File: config.mk
export PLATFORM = sky130hd
export DESIGN_NAME = scc_channel
export DESIGN_NICKNAME = d
export VERILOG_FILES = /design/src/rtl/scc_pkg.sv /design/src/rtl/scc_baud.sv /design/src/rtl/scc_channel.sv /design/src/rtl/scc_irda.sv
export SDC_FILE = /design/constraint.sdc
export NUM_CORES = 1
export LEC_CHECK = 0
export ABC_AREA = 1
export BUFFER_PORTS_ARGS = -buffer_cell sky130_fd_sc_hd__buf_2
export CAP_MARGIN = 20
export CORE_MARGIN = 3
export CORE_UTILIZATION = 60
export DETAILED_ROUTE_END_ITERATION = 8
export GPL_ROUTABILITY_DRIVEN = 0
export HOLD_SLACK_MARGIN = 0.03
export PLACE_DENSITY = 0.78
export SETUP_SLACK_MARGIN = 0.5
export SLEW_MARGIN = 30
export SYNTH_ARGS = -nofsm -noshare
export SYNTH_HDL_FRONTEND = slang
export SYNTH_SLANG_ARGS = --single-unit
File: constraint.sdc
create_clock -name clk -period 3 [get_ports clk]
set_clock_uncertainty 0.05 [all_clocks]
set_input_delay 0.9 -clock clk [delete_from_list [all_inputs] [get_ports clk]]
set_output_delay 0.9 -clock clk [all_outputs]
set_load 0.02 [all_outputs]
File: src/rtl/scc_pkg.sv
package scc_pkg;
  // ==========================================================
  // widths
  localparam int DW = 16;
  localparam int BG_W = 13;
  localparam int PW_W = 8;
  localparam int PMW_W = 9;
  localparam int DAT_W = 9;
  localparam int PH_W = 4;
  localparam int CNT_W = 4;
  localparam int AB_W = 18;
  localparam int STAT_W = 5;

  // ==========================================================
  // register bus
  typedef struct packed {
    logic [3:0] addr;
    logic [DW-1:0] wdata;
    logic wr;
    logic rd;
  } scc_bus_s;

  localparam logic [3:0] ADDR_CTRL = 4'h0;
  localparam logic [3:0] ADDR_BG = 4'h1;
  localparam logic [3:0] ADDR_PMW = 4'h2;
  localparam logic [3:0] ADDR_TBUF = 4'h3;
  localparam logic [3:0] ADDR_RBUF = 4'h4;
  localparam logic [3:0] ADDR_STAT = 4'h5;

  // ==========================================================
  // control register fields
  localparam int C_MODE_LO = 0;
  localparam int C_MODE_HI = 2;
  localparam int C_STP = 3;
  localparam int C_PEN = 4;
  localparam int C_ODD = 5;
  localparam int C_OEN = 6;
  localparam int C_LB = 7;
  localparam int C_REN = 8;
  localparam int C_RUN = 9;
  localparam int C_BRS = 10;
  localparam int C_ABEN = 11;
  localparam int C_PE = 12;
  localparam int C_FE = 13;
  localparam int C_OE = 14;
  localparam logic [DW-1:0] CTRL_WMASK = 16'h7fff;
  localparam int PMW_PULSE_WIDTH_MODE_SEL = 8;

  // status register fields
  localparam int S_RBF = 0;
  localparam int S_TBF = 1;
  localparam int S_TXB = 2;
  localparam int S_RXB = 3;
  localparam int S_ABD = 4;

  // ==========================================================
  // frame modes
  localparam logic [2:0] M_SYNC = 3'h0;
  localparam logic [2:0] M_A8 = 3'h1;
  localparam logic [2:0] M_IRDA = 3'h2;
  localparam logic [2:0] M_A7P = 3'h3;
  localparam logic [2:0] M_A9 = 3'h4;
  localparam logic [2:0] M_WAKE = 3'h5;
  localparam logic [2:0] M_A8P = 3'h7;

  // ==========================================================
  // timing
  localparam logic [CNT_W-1:0] NB_8 = 4'h8;
  localparam logic [CNT_W-1:0] NB_9 = 4'h9;
  localparam logic [CNT_W-1:0] CNT_LAST = 4'h1;
  localparam logic [CNT_W-1:0] CNT_ONE = 4'h1;
  localparam logic [PH_W-1:0] PH_ONE = 4'h1;
  localparam logic [PH_W-1:0] PH_V0 = 4'h7;
  localparam logic [PH_W-1:0] PH_V1 = 4'h8;
  localparam logic [PH_W-1:0] PH_DEC = 4'h9;
  localparam logic [PH_W:0] STEP_ASYNC = 5'h01;
  localparam logic [PH_W:0] STEP_SYNC = 5'h08;
  localparam logic [PH_W-1:0] PH_SYNC_SMP = 4'h8;
  localparam logic [PH_W-1:0] IR_PRE = 4'h7;
  localparam logic [PH_W-1:0] IR_LO = 4'h8;
  localparam logic [PH_W-1:0] IR_HI = 4'ha;
  localparam logic [4:0] IR_STRETCH = 5'h10;
  localparam logic [4:0] STRETCH_ONE = 5'h01;
  localparam logic [PW_W-1:0] PW_ONE = 8'h01;
  localparam logic [1:0] PRE2_END = 2'h1;
  localparam logic [1:0] PRE3_END = 2'h2;
  localparam logic [1:0] PRE_ONE = 2'h1;
  localparam logic [BG_W-1:0] BG_ONE = 13'h0001;
  localparam int AB_SHIFT = 5;
  localparam logic [AB_W-1:0] AB_ONE = 18'h0_0001;

  // ==========================================================
  // engine states
  typedef enum logic [3:0] {
    TX_IDLE = 4'h1,
    TX_START = 4'h2,
    TX_DATA = 4'h4,
    TX_STOP = 4'h8
  } scc_tx_e;

  typedef enum logic [3:0] {
    RX_IDLE = 4'h1,
    RX_START = 4'h2,
    RX_DATA = 4'h4,
    RX_STOP = 4'h8
  } scc_rx_e;

  // ==========================================================
  // helpers
  function automatic logic [CNT_W-1:0] scc_nbits(input logic [2:0] m);
    return (m == M_A9 || m == M_WAKE || m == M_A8P) ? NB_9 : NB_8;
  endfunction : scc_nbits

  function automatic logic scc_par(input logic [DAT_W-1:0] d,
                                   input logic nine, input logic odd);
    return nine ? (^d[7:0]) ^ odd : (^d[6:0]) ^ odd;
  endfunction : scc_par

  function automatic logic scc_maj(input logic a, input logic b,
                                   input logic c);
    return (a & b) | (a & c) | (b & c);
  endfunction : scc_maj

endpackage : scc_pkg
File: src/rtl/scc_baud.sv
`timescale 1ns/1ps
module scc_baud (
  input logic clk,
  input logic rst,
  input logic run,
  input logic preSel,
  input logic [scc_pkg::BG_W-1:0] reload,
  output logic tick
);
  import scc_pkg::*;

  typedef struct packed {
    logic [1:0] pre;
    logic [BG_W-1:0] cnt;
    logic tick;
  } scc_baud_s;

  scc_baud_s s;
  scc_baud_s n;

  // ==========================================================
  // prescaler then 13-bit reload timer
  always_comb begin
    n = s;
    n.tick = 1'b0;
    if (!run) begin
      n.pre = '0;
      n.cnt = reload;
    end else if (s.pre == (preSel ? PRE3_END : PRE2_END)) begin
      n.pre = '0;
      if (s.cnt == '0) begin
        n.cnt = reload;
        n.tick = 1'b1;
      end else begin
        n.cnt = s.cnt - BG_ONE;
      end
    end else begin
      n.pre = s.pre + PRE_ONE;
    end
  end

  always_ff @(posedge clk) begin
    if (rst) begin
      s <= '0;
    end else begin
      s <= n;
    end
  end

  assign tick = s.tick;

endmodule : scc_baud

File: src/rtl/scc_channel.sv
// Design decisions made here: the placing of the registers and strobed register access.
`timescale 1ns/1ps
module scc_channel (
  input logic clk,
  input logic rst,
  input scc_pkg::scc_bus_s bus,
  output logic [scc_pkg::DW-1:0] rdata,
  input logic rxd,
  output logic txd,
  output logic sclk,
  output logic tbEmpty,
  output logic rxDone,
  output logic errIrq
);
  import scc_pkg::*;
  typedef struct packed {
    logic [DW-1:0] ctrl;
    logic [BG_W-1:0] bg;
    logic [PMW_W-1:0] pmw;
    logic [DAT_W-1:0] tbuf;
    logic tbFull;
    scc_tx_e txSt;
    logic [PH_W-1:0] txPh;
    logic [CNT_W-1:0] txCnt;
    logic [DAT_W-1:0] txSr;
    logic txLine;
    logic txStop;
    logic txPin;
    logic sclk;
    logic [DAT_W-1:0] rbuf;
    logic rbFull;
    scc_rx_e rxSt;
    logic [PH_W-1:0] rxPh;
    logic [CNT_W-1:0] rxCnt;
    logic [DAT_W-1:0] rxSr;
    logic v0;
    logic v1;
    logic rxStop;
    logic rxFe;
    logic abMeas;
    logic abPrev;
    logic abDone;
    logic [AB_W-1:0] abCnt;
    logic [DW-1:0] rdata;
    logic tbEmpty;
    logic rxDone;
    logic errIrq;
  } scc_state_s;
  scc_state_s s;
  scc_state_s n;
  // ==========================================================
  // control decode
  logic [2:0] mode;
  logic run;
  logic ren;
  logic syncMode;
  logic irMode;
  logic tick;
  logic irTx;
  logic irRx;
  logic rxIn;
  logic [STAT_W-1:0] stat;
  logic [PH_W:0] txSum;
  logic txEnd;
  logic doLoad;
  logic deliver;
  logic bit1;
  logic [DAT_W-1:0] frame;
  logic [DAT_W-1:0] dat;
  logic nine;
  logic parErr;
  logic ovr;
  assign mode = s.ctrl[C_MODE_HI:C_MODE_LO];
  assign run = s.ctrl[C_RUN];
  assign ren = s.ctrl[C_REN];
  assign syncMode = (mode == M_SYNC);
  assign irMode = (mode == M_IRDA);
  // async loop-back takes the unencoded line, pins are not involved
  assign rxIn = s.ctrl[C_LB] ? s.txLine : (irMode ? irRx : rxd);
  always_comb begin
    stat = '0;
    stat[S_RBF] = s.rbFull;
    stat[S_TBF] = s.tbFull;
    stat[S_TXB] = (s.txSt != TX_IDLE);
    stat[S_RXB] = (s.rxSt != RX_IDLE);
    stat[S_ABD] = s.abDone;
  end
  // transmit frame with parity placed per mode
  always_comb begin
    frame = s.tbuf;
    if (mode == M_A7P) begin
      frame = {1'b0, scc_par(s.tbuf, 1'b0, s.ctrl[C_ODD]), s.tbuf[6:0]};
    end else if (mode == M_A8P) begin
      frame = {scc_par(s.tbuf, 1'b1, s.ctrl[C_ODD]), s.tbuf[7:0]};
    end
  end
  scc_baud u_baud (
    .clk(clk),
    .rst(rst),
    .run(run),
    .preSel(s.ctrl[C_BRS]),
    .reload(s.bg),
    .tick(tick)
  );
  scc_irda u_irda (
    .clk(clk),
    .rst(rst),
    .tick(tick),
    .txBit(s.txLine),
    .phase(s.txPh),
    .progMode(s.pmw[PMW_PULSE_WIDTH_MODE_SEL]),
    .pwCount(s.pmw[PW_W-1:0]),
    .rxPin(rxd),
    .irTx(irTx),
    .irRx(irRx)
  );
  // sync mode steps half a cell per tick, async one sixteenth
  assign txSum = {1'b0, s.txPh} + (syncMode ? STEP_SYNC : STEP_ASYNC);
  assign txEnd = tick && txSum[PH_W];
  always_comb begin
    n = s;
    n.tbEmpty = 1'b0;
    n.rxDone = 1'b0;
    n.errIrq = 1'b0;
    n.rdata = '0;
    doLoad = 1'b0;
    deliver = 1'b0;
    bit1 = scc_maj(s.v0, s.v1, rxIn);
    dat = '0;
    nine = 1'b0;
    parErr = 1'b0;
    ovr = 1'b0;
    // ========================================================
    // register reads and control writes
    if (bus.rd) begin
      case (bus.addr)
        ADDR_CTRL: n.rdata = s.ctrl;
        ADDR_BG: n.rdata = DW'(s.bg);
        ADDR_PMW: n.rdata = DW'(s.pmw);
        ADDR_TBUF: n.rdata = DW'(s.tbuf);
        ADDR_RBUF: begin
          n.rdata = DW'(s.rbuf);
          n.rbFull = 1'b0;
        end
        ADDR_STAT: begin
          n.rdata = DW'(stat);
          n.abDone = 1'b0;
        end
        default: n.rdata = '0;
      endcase
    end
    if (bus.wr) begin
      case (bus.addr)
        ADDR_CTRL: n.ctrl = bus.wdata & CTRL_WMASK;
        ADDR_BG: n.bg = bus.wdata[BG_W-1:0];
        ADDR_PMW: n.pmw = bus.wdata[PMW_W-1:0];
        default: ;
      endcase
    end
    // ========================================================
    // transmitter
    if (tick && s.txSt != TX_IDLE) begin
      n.txPh = txSum[PH_W-1:0];
    end
    if (syncMode && tick && s.txSt == TX_DATA && ren &&
        txSum[PH_W-1:0] == PH_SYNC_SMP) begin
      n.rxSr = {rxd, s.rxSr[DAT_W-1:1]};
    end
    unique case (s.txSt)
      TX_IDLE: doLoad = run && s.tbFull;
      TX_START: begin
        if (txEnd) begin
          n.txSt = TX_DATA;
          n.txLine = s.txSr[0];
        end
      end
      TX_DATA: begin
        if (txEnd) begin
          n.txSr = s.txSr >> 1;
          n.txCnt = s.txCnt - CNT_ONE;
          if (s.txCnt != CNT_LAST) begin
            n.txLine = s.txSr[1];
          end else if (syncMode) begin
            n.txLine = 1'b1;
            deliver = ren;
            doLoad = run && s.tbFull;
            n.txSt = TX_IDLE;
          end else begin
            n.txLine = 1'b1;
            n.txSt = TX_STOP;
            n.txStop = s.ctrl[C_STP];
          end
        end
      end
      TX_STOP: begin
        if (txEnd) begin
          if (s.txStop) begin
            n.txStop = 1'b0;
          end else begin
            doLoad = run && s.tbFull;
            n.txSt = TX_IDLE;
          end
        end
      end
      default: n.txSt = TX_IDLE;
    endcase
    if (doLoad) begin
      // only mode-width bits ever reach the line
      n.txSr = frame;
      n.txCnt = syncMode ? NB_8 : scc_nbits(mode);
      n.tbFull = 1'b0;
      n.tbEmpty = 1'b1;
      n.txPh = '0;
      n.txSt = syncMode ? TX_DATA : TX_START;
      n.txLine = syncMode ? frame[0] : 1'b0;
    end
    // shift clock low in first half of each sync cell
    n.sclk = !(syncMode && n.txSt == TX_DATA) || n.txPh[PH_W-1];
    // ========================================================
    // asynchronous receiver, 3-sample vote
    unique case (s.rxSt)
      RX_IDLE: begin
        if (run && ren && !syncMode && !s.ctrl[C_ABEN] && !rxIn) begin
          n.rxSt = RX_START;
          n.rxPh = '0;
          n.rxFe = 1'b0;
        end
      end
      RX_START, RX_DATA, RX_STOP: begin
        if (tick) begin
          n.rxPh = s.rxPh + PH_ONE;
          if (s.rxPh == PH_V0) n.v0 = rxIn;
          if (s.rxPh == PH_V1) n.v1 = rxIn;
          if (s.rxPh == PH_DEC) begin
            if (s.rxSt == RX_START) begin
              // glitch instead of start bit: back to hunting
              n.rxSt = bit1 ? RX_IDLE : RX_DATA;
              n.rxCnt = scc_nbits(mode);
            end else if (s.rxSt == RX_DATA) begin
              n.rxSr = {bit1, s.rxSr[DAT_W-1:1]};
              n.rxCnt = s.rxCnt - CNT_ONE;
              if (s.rxCnt == CNT_LAST) begin
                n.rxSt = RX_STOP;
                n.rxStop = s.ctrl[C_STP];
              end
            end else begin
              n.rxFe = s.rxFe | !bit1;
              if (s.rxStop) begin
                n.rxStop = 1'b0;
              end else begin
                deliver = 1'b1;
                n.rxSt = RX_IDLE;
              end
            end
          end
        end
      end
      default: n.rxSt = RX_IDLE;
    endcase
    // ========================================================
    // hand a finished character to the receive holding reg
    if (deliver) begin
      nine = !syncMode && scc_nbits(mode) == NB_9;
      dat = nine ? n.rxSr : {1'b0, n.rxSr[DAT_W-1:1]};
      if (s.ctrl[C_PEN] && mode == M_A7P) begin
        parErr = dat[7] != scc_par(dat, 1'b0, s.ctrl[C_ODD]);
      end else if (s.ctrl[C_PEN] && mode == M_A8P) begin
        parErr = dat[8] != scc_par(dat, 1'b1, s.ctrl[C_ODD]);
      end
      // wake-up mode drops data characters without rxDone, though a bad stop bit still sets FE and errIrq
      if (mode != M_WAKE || dat[8]) begin
        ovr = n.rbFull && s.ctrl[C_OEN];
        n.rbuf = dat;
        n.rbFull = 1'b1;
        n.rxDone = 1'b1;
      end
      // hardware set wins over a software clear
      n.ctrl[C_PE] = n.ctrl[C_PE] | parErr;
      n.ctrl[C_FE] = n.ctrl[C_FE] | (n.rxFe && !syncMode);
      n.ctrl[C_OE] = n.ctrl[C_OE] | ovr;
      n.errIrq = parErr | (n.rxFe && !syncMode) | ovr;
    end
    // ========================================================
    // autobaud: time the start bit of an 'a' style char
    // assumes the /2 prescaler, so it forces that choice
    n.abPrev = rxd;
    if (s.ctrl[C_ABEN]) begin
      if (!s.abMeas) begin
        if (s.abPrev && !rxd) begin
          n.abMeas = 1'b1;
          n.abCnt = AB_ONE; // detect cycle already saw the line low
        end
      end else if (rxd) begin
        n.abMeas = 1'b0;
        n.bg = BG_W'(s.abCnt >> AB_SHIFT) - BG_ONE;
        n.ctrl[C_MODE_HI:C_MODE_LO] = M_A8;
        n.ctrl[C_BRS] = 1'b0;
        n.ctrl[C_ABEN] = 1'b0;
        n.abDone = 1'b1;
      end else begin
        n.abCnt = s.abCnt + AB_ONE;
      end
    end else begin
      n.abMeas = 1'b0;
    end
    // transmit holding write last: a load this cycle used old data
    if (bus.wr && bus.addr == ADDR_TBUF) begin
      n.tbuf = bus.wdata[DAT_W-1:0];
      n.tbFull = 1'b1;
    end
    // IrDA idles dark, plain UART idles high
    if (s.ctrl[C_LB]) begin
      n.txPin = !irMode;
    end else begin
      n.txPin = irMode ? irTx : s.txLine;
    end
  end

  // ==========================================================
  // state register
  always_ff @(posedge clk) begin
    if (rst) begin
      s <= '0;
      s.txSt <= TX_IDLE;
      s.rxSt <= RX_IDLE;
      s.txLine <= 1'b1;
      s.txPin <= 1'b1;
      s.sclk <= 1'b1;
      s.abPrev <= 1'b1;
    end else begin
      s <= n;
    end
  end

  assign rdata = s.rdata;
  assign txd = s.txPin;
  assign sclk = s.sclk;
  assign tbEmpty = s.tbEmpty;
  assign rxDone = s.rxDone;
  assign errIrq = s.errIrq;

endmodule : scc_channel

File: src/rtl/scc_irda.sv
`timescale 1ns/1ps
module scc_irda (
  input logic clk,
  input logic rst,
  input logic tick,
  input logic txBit,
  input logic [scc_pkg::PH_W-1:0] phase,
  input logic progMode,
  input logic [scc_pkg::PW_W-1:0] pwCount,
  input logic rxPin,
  output logic irTx,
  output logic irRx
);
  import scc_pkg::*;

  typedef struct packed {
    logic pwOn;
    logic [PW_W-1:0] pwCnt;
    logic irTx;
    logic [4:0] stretch;
    logic irRx;
  } scc_irda_s;

  scc_irda_s s;
  scc_irda_s n;
  logic fixedOn;

  // ==========================================================
  // encoder: zero bits give a high pulse from mid cell
  assign fixedOn = !txBit && phase >= IR_LO && phase <= IR_HI;

  always_comb begin
    n = s;
    if (tick && phase == IR_PRE && !txBit) begin
      n.pwOn = 1'b1;
      n.pwCnt = '0;
    end else if (s.pwOn) begin
      if (s.pwCnt == pwCount) begin
        n.pwOn = 1'b0;
      end else begin
        n.pwCnt = s.pwCnt + PW_ONE;
      end
    end
    n.irTx = progMode ? n.pwOn : fixedOn;
    // decoder: stretch short pulses over the vote window
    if (rxPin) begin
      n.stretch = IR_STRETCH;
    end else if (tick && s.stretch != '0) begin
      n.stretch = s.stretch - STRETCH_ONE;
    end
    n.irRx = (n.stretch == '0);
  end

  always_ff @(posedge clk) begin
    if (rst) begin
      s <= '0;
      s.irRx <= 1'b1;
    end else begin
      s <= n;
    end
  end

  assign irTx = s.irTx;
  assign irRx = s.irRx;

endmodule : scc_irda

======== Word level (Yosys, flattened, before mapping) ========
Cells that the tools add are included.
W data, S select, Z words.
storage, ports and cells
  register bits after elaboration ......... 179
  input port bits ......................... 25
  output and inout port bits .............. 21
operators by class
  add/subtract/negate cells ............... 10
  reductions and logical operators ........ 75
  equal/unequal tests ..................... 48
  bitwise logic cells ..................... 22
  mux-type cells .......................... 118
  order comparisons ....................... 2
operators by type and width
  operator                 count
  $pmux W15 S6             1
  $mux W13                 6
  $mux W9                  8
  $mux W4                  15
  $mux W1                  54
  $mux W18                 3
  $mux W16                 3
  $mux W37                 1
  $mux W15                 2
  $eq A4 B3 Y1 const B     7
  $sub A13 B1 Y13 const B  2
  $mux W25                 1
  $eq A4 B4 Y1 const B     6
  $logic_and A1 B1 Y1      24
  $mux W23                 1
  $mux W19                 1
  $add A18 B1 Y18 const B  1
  $eq A4 B1 Y1 const B     4
  $eq A4 B2 Y1 const B     4
  $mux W8                  2
  $pmux W4 S2              2
  $pmux W4 S4              1
  $reduce_xor A8 Y1        2
  $reduce_and A3 Y1        5
  other kinds (44)         119

======== Longest topological paths before layout ========
Gate-level depths: netlist of the first run.
  word-level depth ........................ 22
  gate-level depth with buffers ........... 25

======== By module ========
A second synthesis of the first run with hierarchy kept.
unflattened totals
  cells, all modules ...................... 1411
  area, all modules ....................... 9670.5 um^2
modules (own cells, without submodules)
  module       instances  area each (um^2)  cells each
  scc_channel  1          7422.1            1062
  scc_baud     1          1229.9            194
  scc_irda     1          1018.5            155

======== Worst setup path after synthesis of the first run ========
OpenSTA, ideal clock, no wires.
  kind .................................... flip-flop to flip-flop
  start point ............................. register s (netlist bit mode[1])
  end point ............................... register s[144] (netlist name)
  path buffers ............................ 1
  required time ........................... 2833 ps
  arrival time ............................ 2428 ps
  cell stages (with the launch flop) ...... 24
  library setup time ...................... 117 ps
  clock period less this slack ............ 2595 ps
  path slack .............................. 405 ps
  cell sequence ........................... dfxtp_1 -> inv_2 -> nand3_4 -> ha_1 -> ha_1 -> nor2_1 -> nand3_1 -> nor2_4 -> nand3_4 -> nand2_4 -> buf_12 -> nand2_4 -> nand3_1 -> nand2_1 -> nand2_1 -> nand2_1 -> nand2_1 -> nand3_1 -> nand2_1 -> nand2_2 -> nand2_1 -> nand2_1 -> nand3_2 -> nand2_1
on the way
  word-level cells in the longest chain between the ends .. 20
  elaborated cells on any way between the ends .. 56
  those cells by class .................... add/sub (1); eq/ne (9); mux (25); bitwise (7); reduce/logical (14)
RTL lines
  element                 line                source
  start, declared         scc_channel.sv:49   scc_state_s s;
  start signal, assigned  scc_channel.sv:331  s <= n;
  $logic_not A3 Y1 *      scc_channel.sv:76   assign syncMode = (mode == M_SYNC);
  $mux W4 *               scc_channel.sv:118  assign txSum = {1'b0, s.txPh} + (syncMode ? STEP_SYNC : STEP_ASYNC);
  $add A4 B4 Y5 *         scc_channel.sv:118
  net txSum[1]            scc_channel.sv:63   logic [PH_W:0] txSum;
  $eq A4 B4 Y1 *          scc_channel.sv:166  txSum[PH_W-1:0] == PH_SYNC_SMP) begin
  $logic_and A1 B1 Y1 *   scc_channel.sv:165  if (syncMode && tick && s.txSt == TX_DATA && ren &&
  $mux W9 *               scc_channel.sv:165
  $mux W13                scc_channel.sv:239  end else if (s.rxSt == RX_DATA) begin
  [... 5 more ...]        --
  $reduce_xor A8 Y1       scc_pkg.sv:116      return nine ? (^d[7:0]) ^ odd : (^d[6:0]) ^ odd;
  $xor A1 B1 Y1           scc_pkg.sv:116
  $ne A1 B1 Y1            scc_channel.sv:268  parErr = dat[8] != scc_par(dat, 1'b1, s.ctrl[C_ODD]);
  $mux W1                 scc_channel.sv:267  end else if (s.ctrl[C_PEN] && mode == M_A8P) begin
  $mux W1 *               scc_channel.sv:265  if (s.ctrl[C_PEN] && mode == M_A7P) begin
  $mux W1 *               scc_channel.sv:262  if (deliver) begin
  $or A1 B1 Y1 *          scc_channel.sv:278  n.ctrl[C_PE] = n.ctrl[C_PE] | parErr;
  $mux W3 *               scc_channel.sv:262
Mark *: on every way through the listed nets, which the timed path passes. The rest lies on a longest branch. The select of a mux whose other input is x is not followed.
A chain may end at the register's enable or synchronous reset.

======== Worst setup path in the final report of the first run ========
  start point ............................. register s (netlist bit mode[1])
  end point ............................... register s (netlist bit errIrq)
on the way
  word-level cells in the longest chain between the ends .. 20
  elaborated cells on any way between the ends .. 74
  those cells by class .................... add/sub (1); eq/ne (10); mux (31); bitwise (10); reduce/logical (22)
RTL lines
  element                line                source
  $logic_not A3 Y1 *     scc_channel.sv:76
  $mux W4 *              scc_channel.sv:118
  $add A4 B4 Y5 *        scc_channel.sv:118
  net txSum[1]           scc_channel.sv:63
  $eq A4 B4 Y1 *         scc_channel.sv:166
  $logic_and A1 B1 Y1 *  scc_channel.sv:165
  $mux W9 *              scc_channel.sv:165
  $mux W13               scc_channel.sv:239
  [... 5 more ...]       --
  $reduce_xor A8 Y1      scc_pkg.sv:116
  $xor A1 B1 Y1          scc_pkg.sv:116
  $ne A1 B1 Y1           scc_channel.sv:268
  $mux W1                scc_channel.sv:267
  $mux W1                scc_channel.sv:265
  $mux W1                scc_channel.sv:262
  $or A1 B1 Y1           scc_channel.sv:281  n.errIrq = parErr | (n.rxFe && !syncMode) | ovr;
  $or A1 B1 Y1 *         scc_channel.sv:281
Marked as above.

==> results of run 1 <==
power by group through the flow:
stage               Combinational [W]  Sequential [W]  Clock, W
floorplan                    0.000192         0.00246         0
global placement             0.000283         0.00247         0
detailed placement           0.000290         0.00247         0
CTS                          0.000299         0.00241   0.00229
global route                 0.000348         0.00242   0.00239
finish                       0.000321         0.00241   0.00229
cells by family (layout without fill, tap and decap cells):
kind of cell | after synthesis | in the layout
and+or+nand+nor | 528 | 528
AOI/OAI and AO/OA | 291 | 291
buffers and inverters | 238 | 325
DFF | 178 | 178
xor gates and xnor gates | 23 | 23
adders and majority gates | 16 | 16
other | 1 | 1
repair_timing:
item	in CTS	in global routing
pin swaps	18	30
setup buffers	17	23
setup endpoints to repair	33	53
hold endpoints to repair	0	0
cloned	0	2
hold buffers	0	0
gates resized for setup	41	76
per-stage QoR:
step                cells  hold WS (ns)  utilization (%)  setup slack [ns]
floorplan            1275         0.366                -             0.459
global placement     1472         0.399             64.5             0.175
detailed placement   1472         0.408             64.5             0.137
CTS                  1521         0.419             70.2             0.283
global route         1546         0.433             73.5            0.0951
finish               1546         0.418             73.5             0.182
layout by cell type, fill, tap and decap left out, types with 8 or more instances in the layout:
cell,instances
a211oi_1,9
a21oi_1,96
a221oi_1,10
a31oi_1,24
buf_2,43
buf_4,54
buf_6,10
clkbuf_16,18
dfxtp_1,175
ha_1,13
inv_1,166
inv_2,13
nand2_1,229
nand2_2,33
nand2_4,8
nand3_1,66
nand3_2,10
nand4_1,17
nor2_1,95
nor2_4,8
nor3_1,31
o211ai_1,21
o21ai_0,69
o21ai_2,13
o22ai_1,10
xnor2_1,10
xor2_1,12
per-layer routing:
metal | vias to the layer above | share of wire (%) | track usage (%)
li1 | 4396 | - | -
met3 | 57 | 8.5 | 7.79
met5 | - | 0 | 0
met1 | 4168 | 42 | 38.6
met4 | 0 | 2.9 | 12.0
met2 | 397 | 47 | 47.1
critical path, cell delays in order (launching register included):
cell and delay (ns):
dfxtp_2 0.33, inv_2 0.08, nand3_4 0.11, ha_4 0.19, ha_4 0.22, nor2_4 0.08, nand3_2 0.08, nor2_4 0.13
nand3_4 0.11, nand2_8 0.11, buf_6 0.14, nand2_2 0.07, nand3_1 0.09, nand2_1 0.15, nand2_1 0.10, nand2_1 0.06
nand2_1 0.10, nand2_2 0.07, inv_1 0.07, nand2_2 0.06, nand2_1 0.06, nand2_1 0.08, nand3_2 0.09, nand2_1 0.07
worst min path at each step:
stage	cells after the start	end	from
CTS	2	rdata[13]	s[145]
global route	2	rdata[13]	s[145]
global placement	1	u_baud.s[14]	u_baud.s[14]
detailed placement	1	u_baud.s[14]	u_baud.s[14]
floorplan	2	rdata[13]	s[145]
finish	1	u_baud.s[14]	u_baud.s[14]
state kept, by name (all words and copies together) (netlist names), 3 cells and up:
name / flops
u_irda.s: 14
s: 121
u_baud.s: 15
mode: 3
rdata: 15
area by class of cell:
cell class | instances | area (µm²)
clock buffers | 22 | 484
well taps | 184 | 230
repair inverters | 1 | 7.51
fillers | 1124 | 3880
clock inverters | 10 | 124
multi-input cells | 859 | 4880
flip-flops and latches | 178 | 3570
inverters | 183 | 697
repair buffers | 109 | 773
synth_stat cells (11+ instances only):
cell type	count	area [µm²]
buf_4	20	150
clkbuf_1	31	116
nor3_1	36	180
nand2_1	253	950
o22ai_1	11	68.8
inv_1	172	646
nand2_2	15	93.8
nor2_1	101	379
a21oi_1	97	485
o211ai_1	21	158
a31oi_1	24	150
o21ai_0	82	410
dfxtp_1	178	3560
xor2_1	13	114
nand4_1	17	106
nand3_1	75	375
ha_1	16	200
==> metrics.txt, run 1 <==
CP Class=flop to flop; Logic pwr share=6.4%; Worst R2R Setup Slack=0.18 ns; Clock Latency Late Sink=0.44 ns; initial antenna violation count=0; dpl hpwl=17,300 µm; Gate Count Post-Synth=1,275; fmax=355 MHz; compound-gate portion of the synthesized area=19.4%; Max H-tree Level=4; syn_area_per_cell=7.12 µm²; Simple-Gate Fraction of Synth Area=26.0%; chip width=129 µm; Critical R2R Launch=mode[1]; CTS max path bufs=2; die area=16,600 µm²; Port Buffers=43; Min-Delay Path Class=flop to flop; syn_nets=1,316; EDFF count, synth=0; Post-synth top flop=dfxtp_1; post-synth design cell area=9080 µm²; xor and xnor area share after synthesis=2.22%; routed len/inst=16.6 µm; FP Rows=44; startpoint type of the worst setup path=flop; worst path required time=3.28 ns; synthesized-area fraction occupied by adder cells=2.20%; Seq/Total Area, Yosys=39.2%; Internal=0.00381 W; fraction of synthesized area in multiplexers=0%; drt total wl=25,700 µm; CTS Root Cell=clkbuf_16; via count=9,018; final setup violating endpoints=0; Total Power=0.00502 W; Switch Pwr=0.00121 W; worst setup path end=errIrq; antenna-violating nets left=0; Slew headroom=38.3%; yosys warns=0; Arr. time, crit path=3.10 ns; TritonCTS clock tree=done; Switching Share=24.1%; Tcrit/Tclk final=93.9%; worst vdd ir=0.410 mV; drt first pass iters=6; Core Area=14,600 µm²; clock slew at reported path FFs=0.07 ns; async set-or-reset flop fraction in the synthesized netlist=0%; Iteration-0 DRC Markers=978; largest net degree at the start of global routing=71; setup TNS=0 ns; R2R depth=23; Placement Cell Area=9440 µm²; Num Clock Sinks=178; main combinational cell family by area after synthesis=simple AND/OR/NAND/NOR gates; post-synthesis register bit count=178; Initial Utilization=62.0%; Worst Setup SP=mode[1]; worst-margin pin slew=0.925 ns; diode count=0; min cycle time layout=2.82 ns; drt via density=5.83; fin area=10,800 µm²; sequential power share=48.1%; global-route usage over all layers=29.7%; Max Slew Vio Count=0; Clock Power Share=45.5%; Synth cell types=50; # IOs=46; vias in the first global route=8,140; total grt overflow=0; max cap viols=0; Hold Vio Cnt, Final=0; outcome=finished clean; Setup crit end kind=flop; total CTS buffers=17; Leak Pwr=4.33 nW; global-route wire length before repair=39,400 µm; Crit Reg-Reg Endpoint=errIrq; area delta synth->final=18.6%; Die Y=129 µm; DR DRC count=0; share of cells above drive strength 1=19.7%; RSZ-0062 raised after global routing=true; Nets=1,390; P per Cell Area=466 nW/µm²; largest fanout on the critical path=6
(Power assumes the default switching activity.)
==> run 2: changes to the inputs <==
--- a/config.mk
+++ b/config.mk
@@ -14,6 +14,7 @@
 export GPL_ROUTABILITY_DRIVEN = 0
 export HOLD_SLACK_MARGIN = 0.03
 export PLACE_DENSITY = 0.78
+export RECOVER_POWER = 25
 export SETUP_SLACK_MARGIN = 0.5
 export SLEW_MARGIN = 30
 export SYNTH_ARGS = -nofsm -noshare
==> metrics.txt, run 2 (synthesized netlist as in run 1, its figures left out) <==
largest fanout on the critical path=6 (unchanged); Storage cell area=3570 µm² (unchanged); commonest non-fill, non-tap cell in the layout=nand2_1; dpl hpwl=17,300 µm (unchanged); Placement Cell Area=9440 µm² (unchanged); CP Class=flop to flop; cell at the slowest stage of the critical path=dfxtp_2; initial antenna violation count=0 (unchanged); Hold Vio Cnt, Final=0 (unchanged); outcome=finished, violations left; Max Slew Vio Count=71 (+71); Layout Utilization=73.1% (-0.38 points); die area=16,600 µm² (unchanged); multi-input gate area in the final layout=4870 µm² (-0.26%); largest net degree at the start of global routing=71 (unchanged); CTS hold repair buffers=0 (unchanged); Slew headroom=-20.6% (-59 points); WHS Path Cells=1 (unchanged); chip width=129 µm (unchanged); Total Power=0.00501 W (-0.18%); worst vdd ir=0.407 mV (-0.76%); Clock Power Share=45.5% (about the same); Leak Pwr=4.23 nW (-2.3%); Clock Latency Late Sink=0.44 ns (about the same); area delta synth->final=17.9%; Core Area=14,600 µm² (unchanged); CTS Root Cell=clkbuf_16; R2R depth=23 (unchanged); Crit path buffers/inverters=3 (unchanged); max reg flops=121 (unchanged); # IOs=46 (unchanged); Switching Share=24.1% (-0.078 points); drt via density=5.82 (-0.19%); Tcrit/Tclk final=93.9% (about the same); final setup violating endpoints=0 (unchanged); P per Cell Area=468 nW/µm² (+0.34%); fmax=355 MHz (about the same); vias in the first global route=8,140 (unchanged); Initial Utilization=62.0% (unchanged); Logic pwr share=6.3% (about the same); RSZ-0062 raised after global routing=true; routed len/inst=16.6 µm (-0.32%); Iteration-0 DRC Markers=1,001 (+2.4%); global-route usage over all layers=29.7% (unchanged); DR DRC count=0 (unchanged); TritonCTS clock tree=done; sequential power share=48.2% (about the same); worst hold path startpoint=u_baud.s[14]; diode count=0 (unchanged); drt total wl=25,600 µm (-0.32%); total grt overflow=0 (unchanged); final hold slack=0.419 ns (+0.00130 ns); Internal=0.00381 W (about the same); Setup crit end kind=flop; Min-Delay Path Class=flop to flop; worst-margin pin slew=1.81 ns (+0.883 ns); Nets=1,390 (unchanged); setup TNS=0 ns (unchanged); share of cells above drive strength 1=17.7% (-2.0 points); worst path required time=3.28 ns (about the same); FP Rows=44 (unchanged); min cycle time layout=2.82 ns (-0.00231 ns); Max H-tree Level=4 (unchanged); commonest cells after routing, fill and taps aside=229 x nand2_1, 175 x dfxtp_1, 166 x inv_1; CP Depth=23 (unchanged); max cap viols=1 (+1); Port Buffers=43 (unchanged); delay of the slowest critical-path stage=0.33 ns (about the same); crit-path leading delay family=simple AND/OR/NAND/NOR gates; Arr. time, crit path=3.10 ns (about the same); CTS max path bufs=2 (unchanged); global-route wire length before repair=39,400 µm (unchanged); violated checks=capacitance limit, slew limit; Switch Pwr=0.00121 W (-0.51%); startpoint type of the worst setup path=flop; Num Clock Sinks=178 (unchanged); fin area=10,700 µm² (-0.52%); Critical R2R Launch=mode[1]; fill cell count=1,142 (+1.6%); via count=9,001 (-0.19%); Reg with most FFs=s; Die Y=129 µm (unchanged); cell chain of the critical path=inv_2, nand3_4, ha_4, ha_4, nor2_4, nand3_2, nor2_4, nand3_4, nand2_8, buf_6, nand2_2, nand3_1, nand2_1, nand2_1, nand2_1, nand2_1, nand2_2, inv_1, nand2_2, nand2_1, nand2_1, nand3_2, nand2_1; drt first pass iters=5 (-1); total CTS buffers=17 (unchanged); antenna-violating nets left=0 (unchanged); Most common cell on crit path=nand2_1; clock slew at reported path FFs=0.07 ns (about the same); Worst Setup SP=mode[1]
run 2: per-layer routing:
layer / vias to the layer above / track usage, % / part of all wire, %
met1: 4129 / 38.6 / 41
li1: 4391 / - / -
met5: - / 0 / 0
met3: 73 / 7.79 / 8.5
met4: 0 / 12.0 / 3.6
met2: 408 / 47.1 / 46
run 2: worst paths after layout:
check                       to  slack (ns)
setup / recovery        errIrq        0.18
hold / removal    u_baud.s[14]        0.42
setup reg to reg        errIrq        0.18
hold reg to reg   u_baud.s[14]        0.42
run 2: layout make-up:
| cell class | instances | share of cell area (%) |
|---|---|---|
| tap | 184 | 2.15 |
| sequential | 178 | 33.3 |
| timing repair buffer | 109 | 6.81 |
| multi-input combinational | 859 | 45.4 |
| clock buffer | 22 | 4.52 |
| timing repair inverter | 1 | 0.0701 |
| clock inverter | 10 | 1.16 |
| inverter | 183 | 6.51 |
run 2: through the flow:
stage | setup WS, ns | std cells
6_report | 0.184 | 1546
5_1_grt | 0.0945 | 1546
4_1_cts | 0.283 | 1521
3_5_place_dp | 0.137 | 1472
3_3_place_gp | 0.175 | 1472
2_1_floorplan | 0.459 | 1275
run 2: power groups by stage:
stage / Sequential [W] / Clock (W) / Combinational (W)
final: 0.00241 / 0.00228 / 0.000318
after detailed placement: 0.00247 / 0 / 0.000290
after global routing: 0.00242 / 0.00239 / 0.000345
after floorplan: 0.00246 / 0 / 0.000192
after CTS: 0.00241 / 0.00229 / 0.000299
after global placement: 0.00247 / 0 / 0.000283
run 2: repair_timing:
action / in CTS / in global routing
buffers inserted: 17 / 23
pin swaps: 18 / 30
cloned: 0 / 2
endpoints found under the setup margin: 33 / 53
resized for setup: 41 / 76
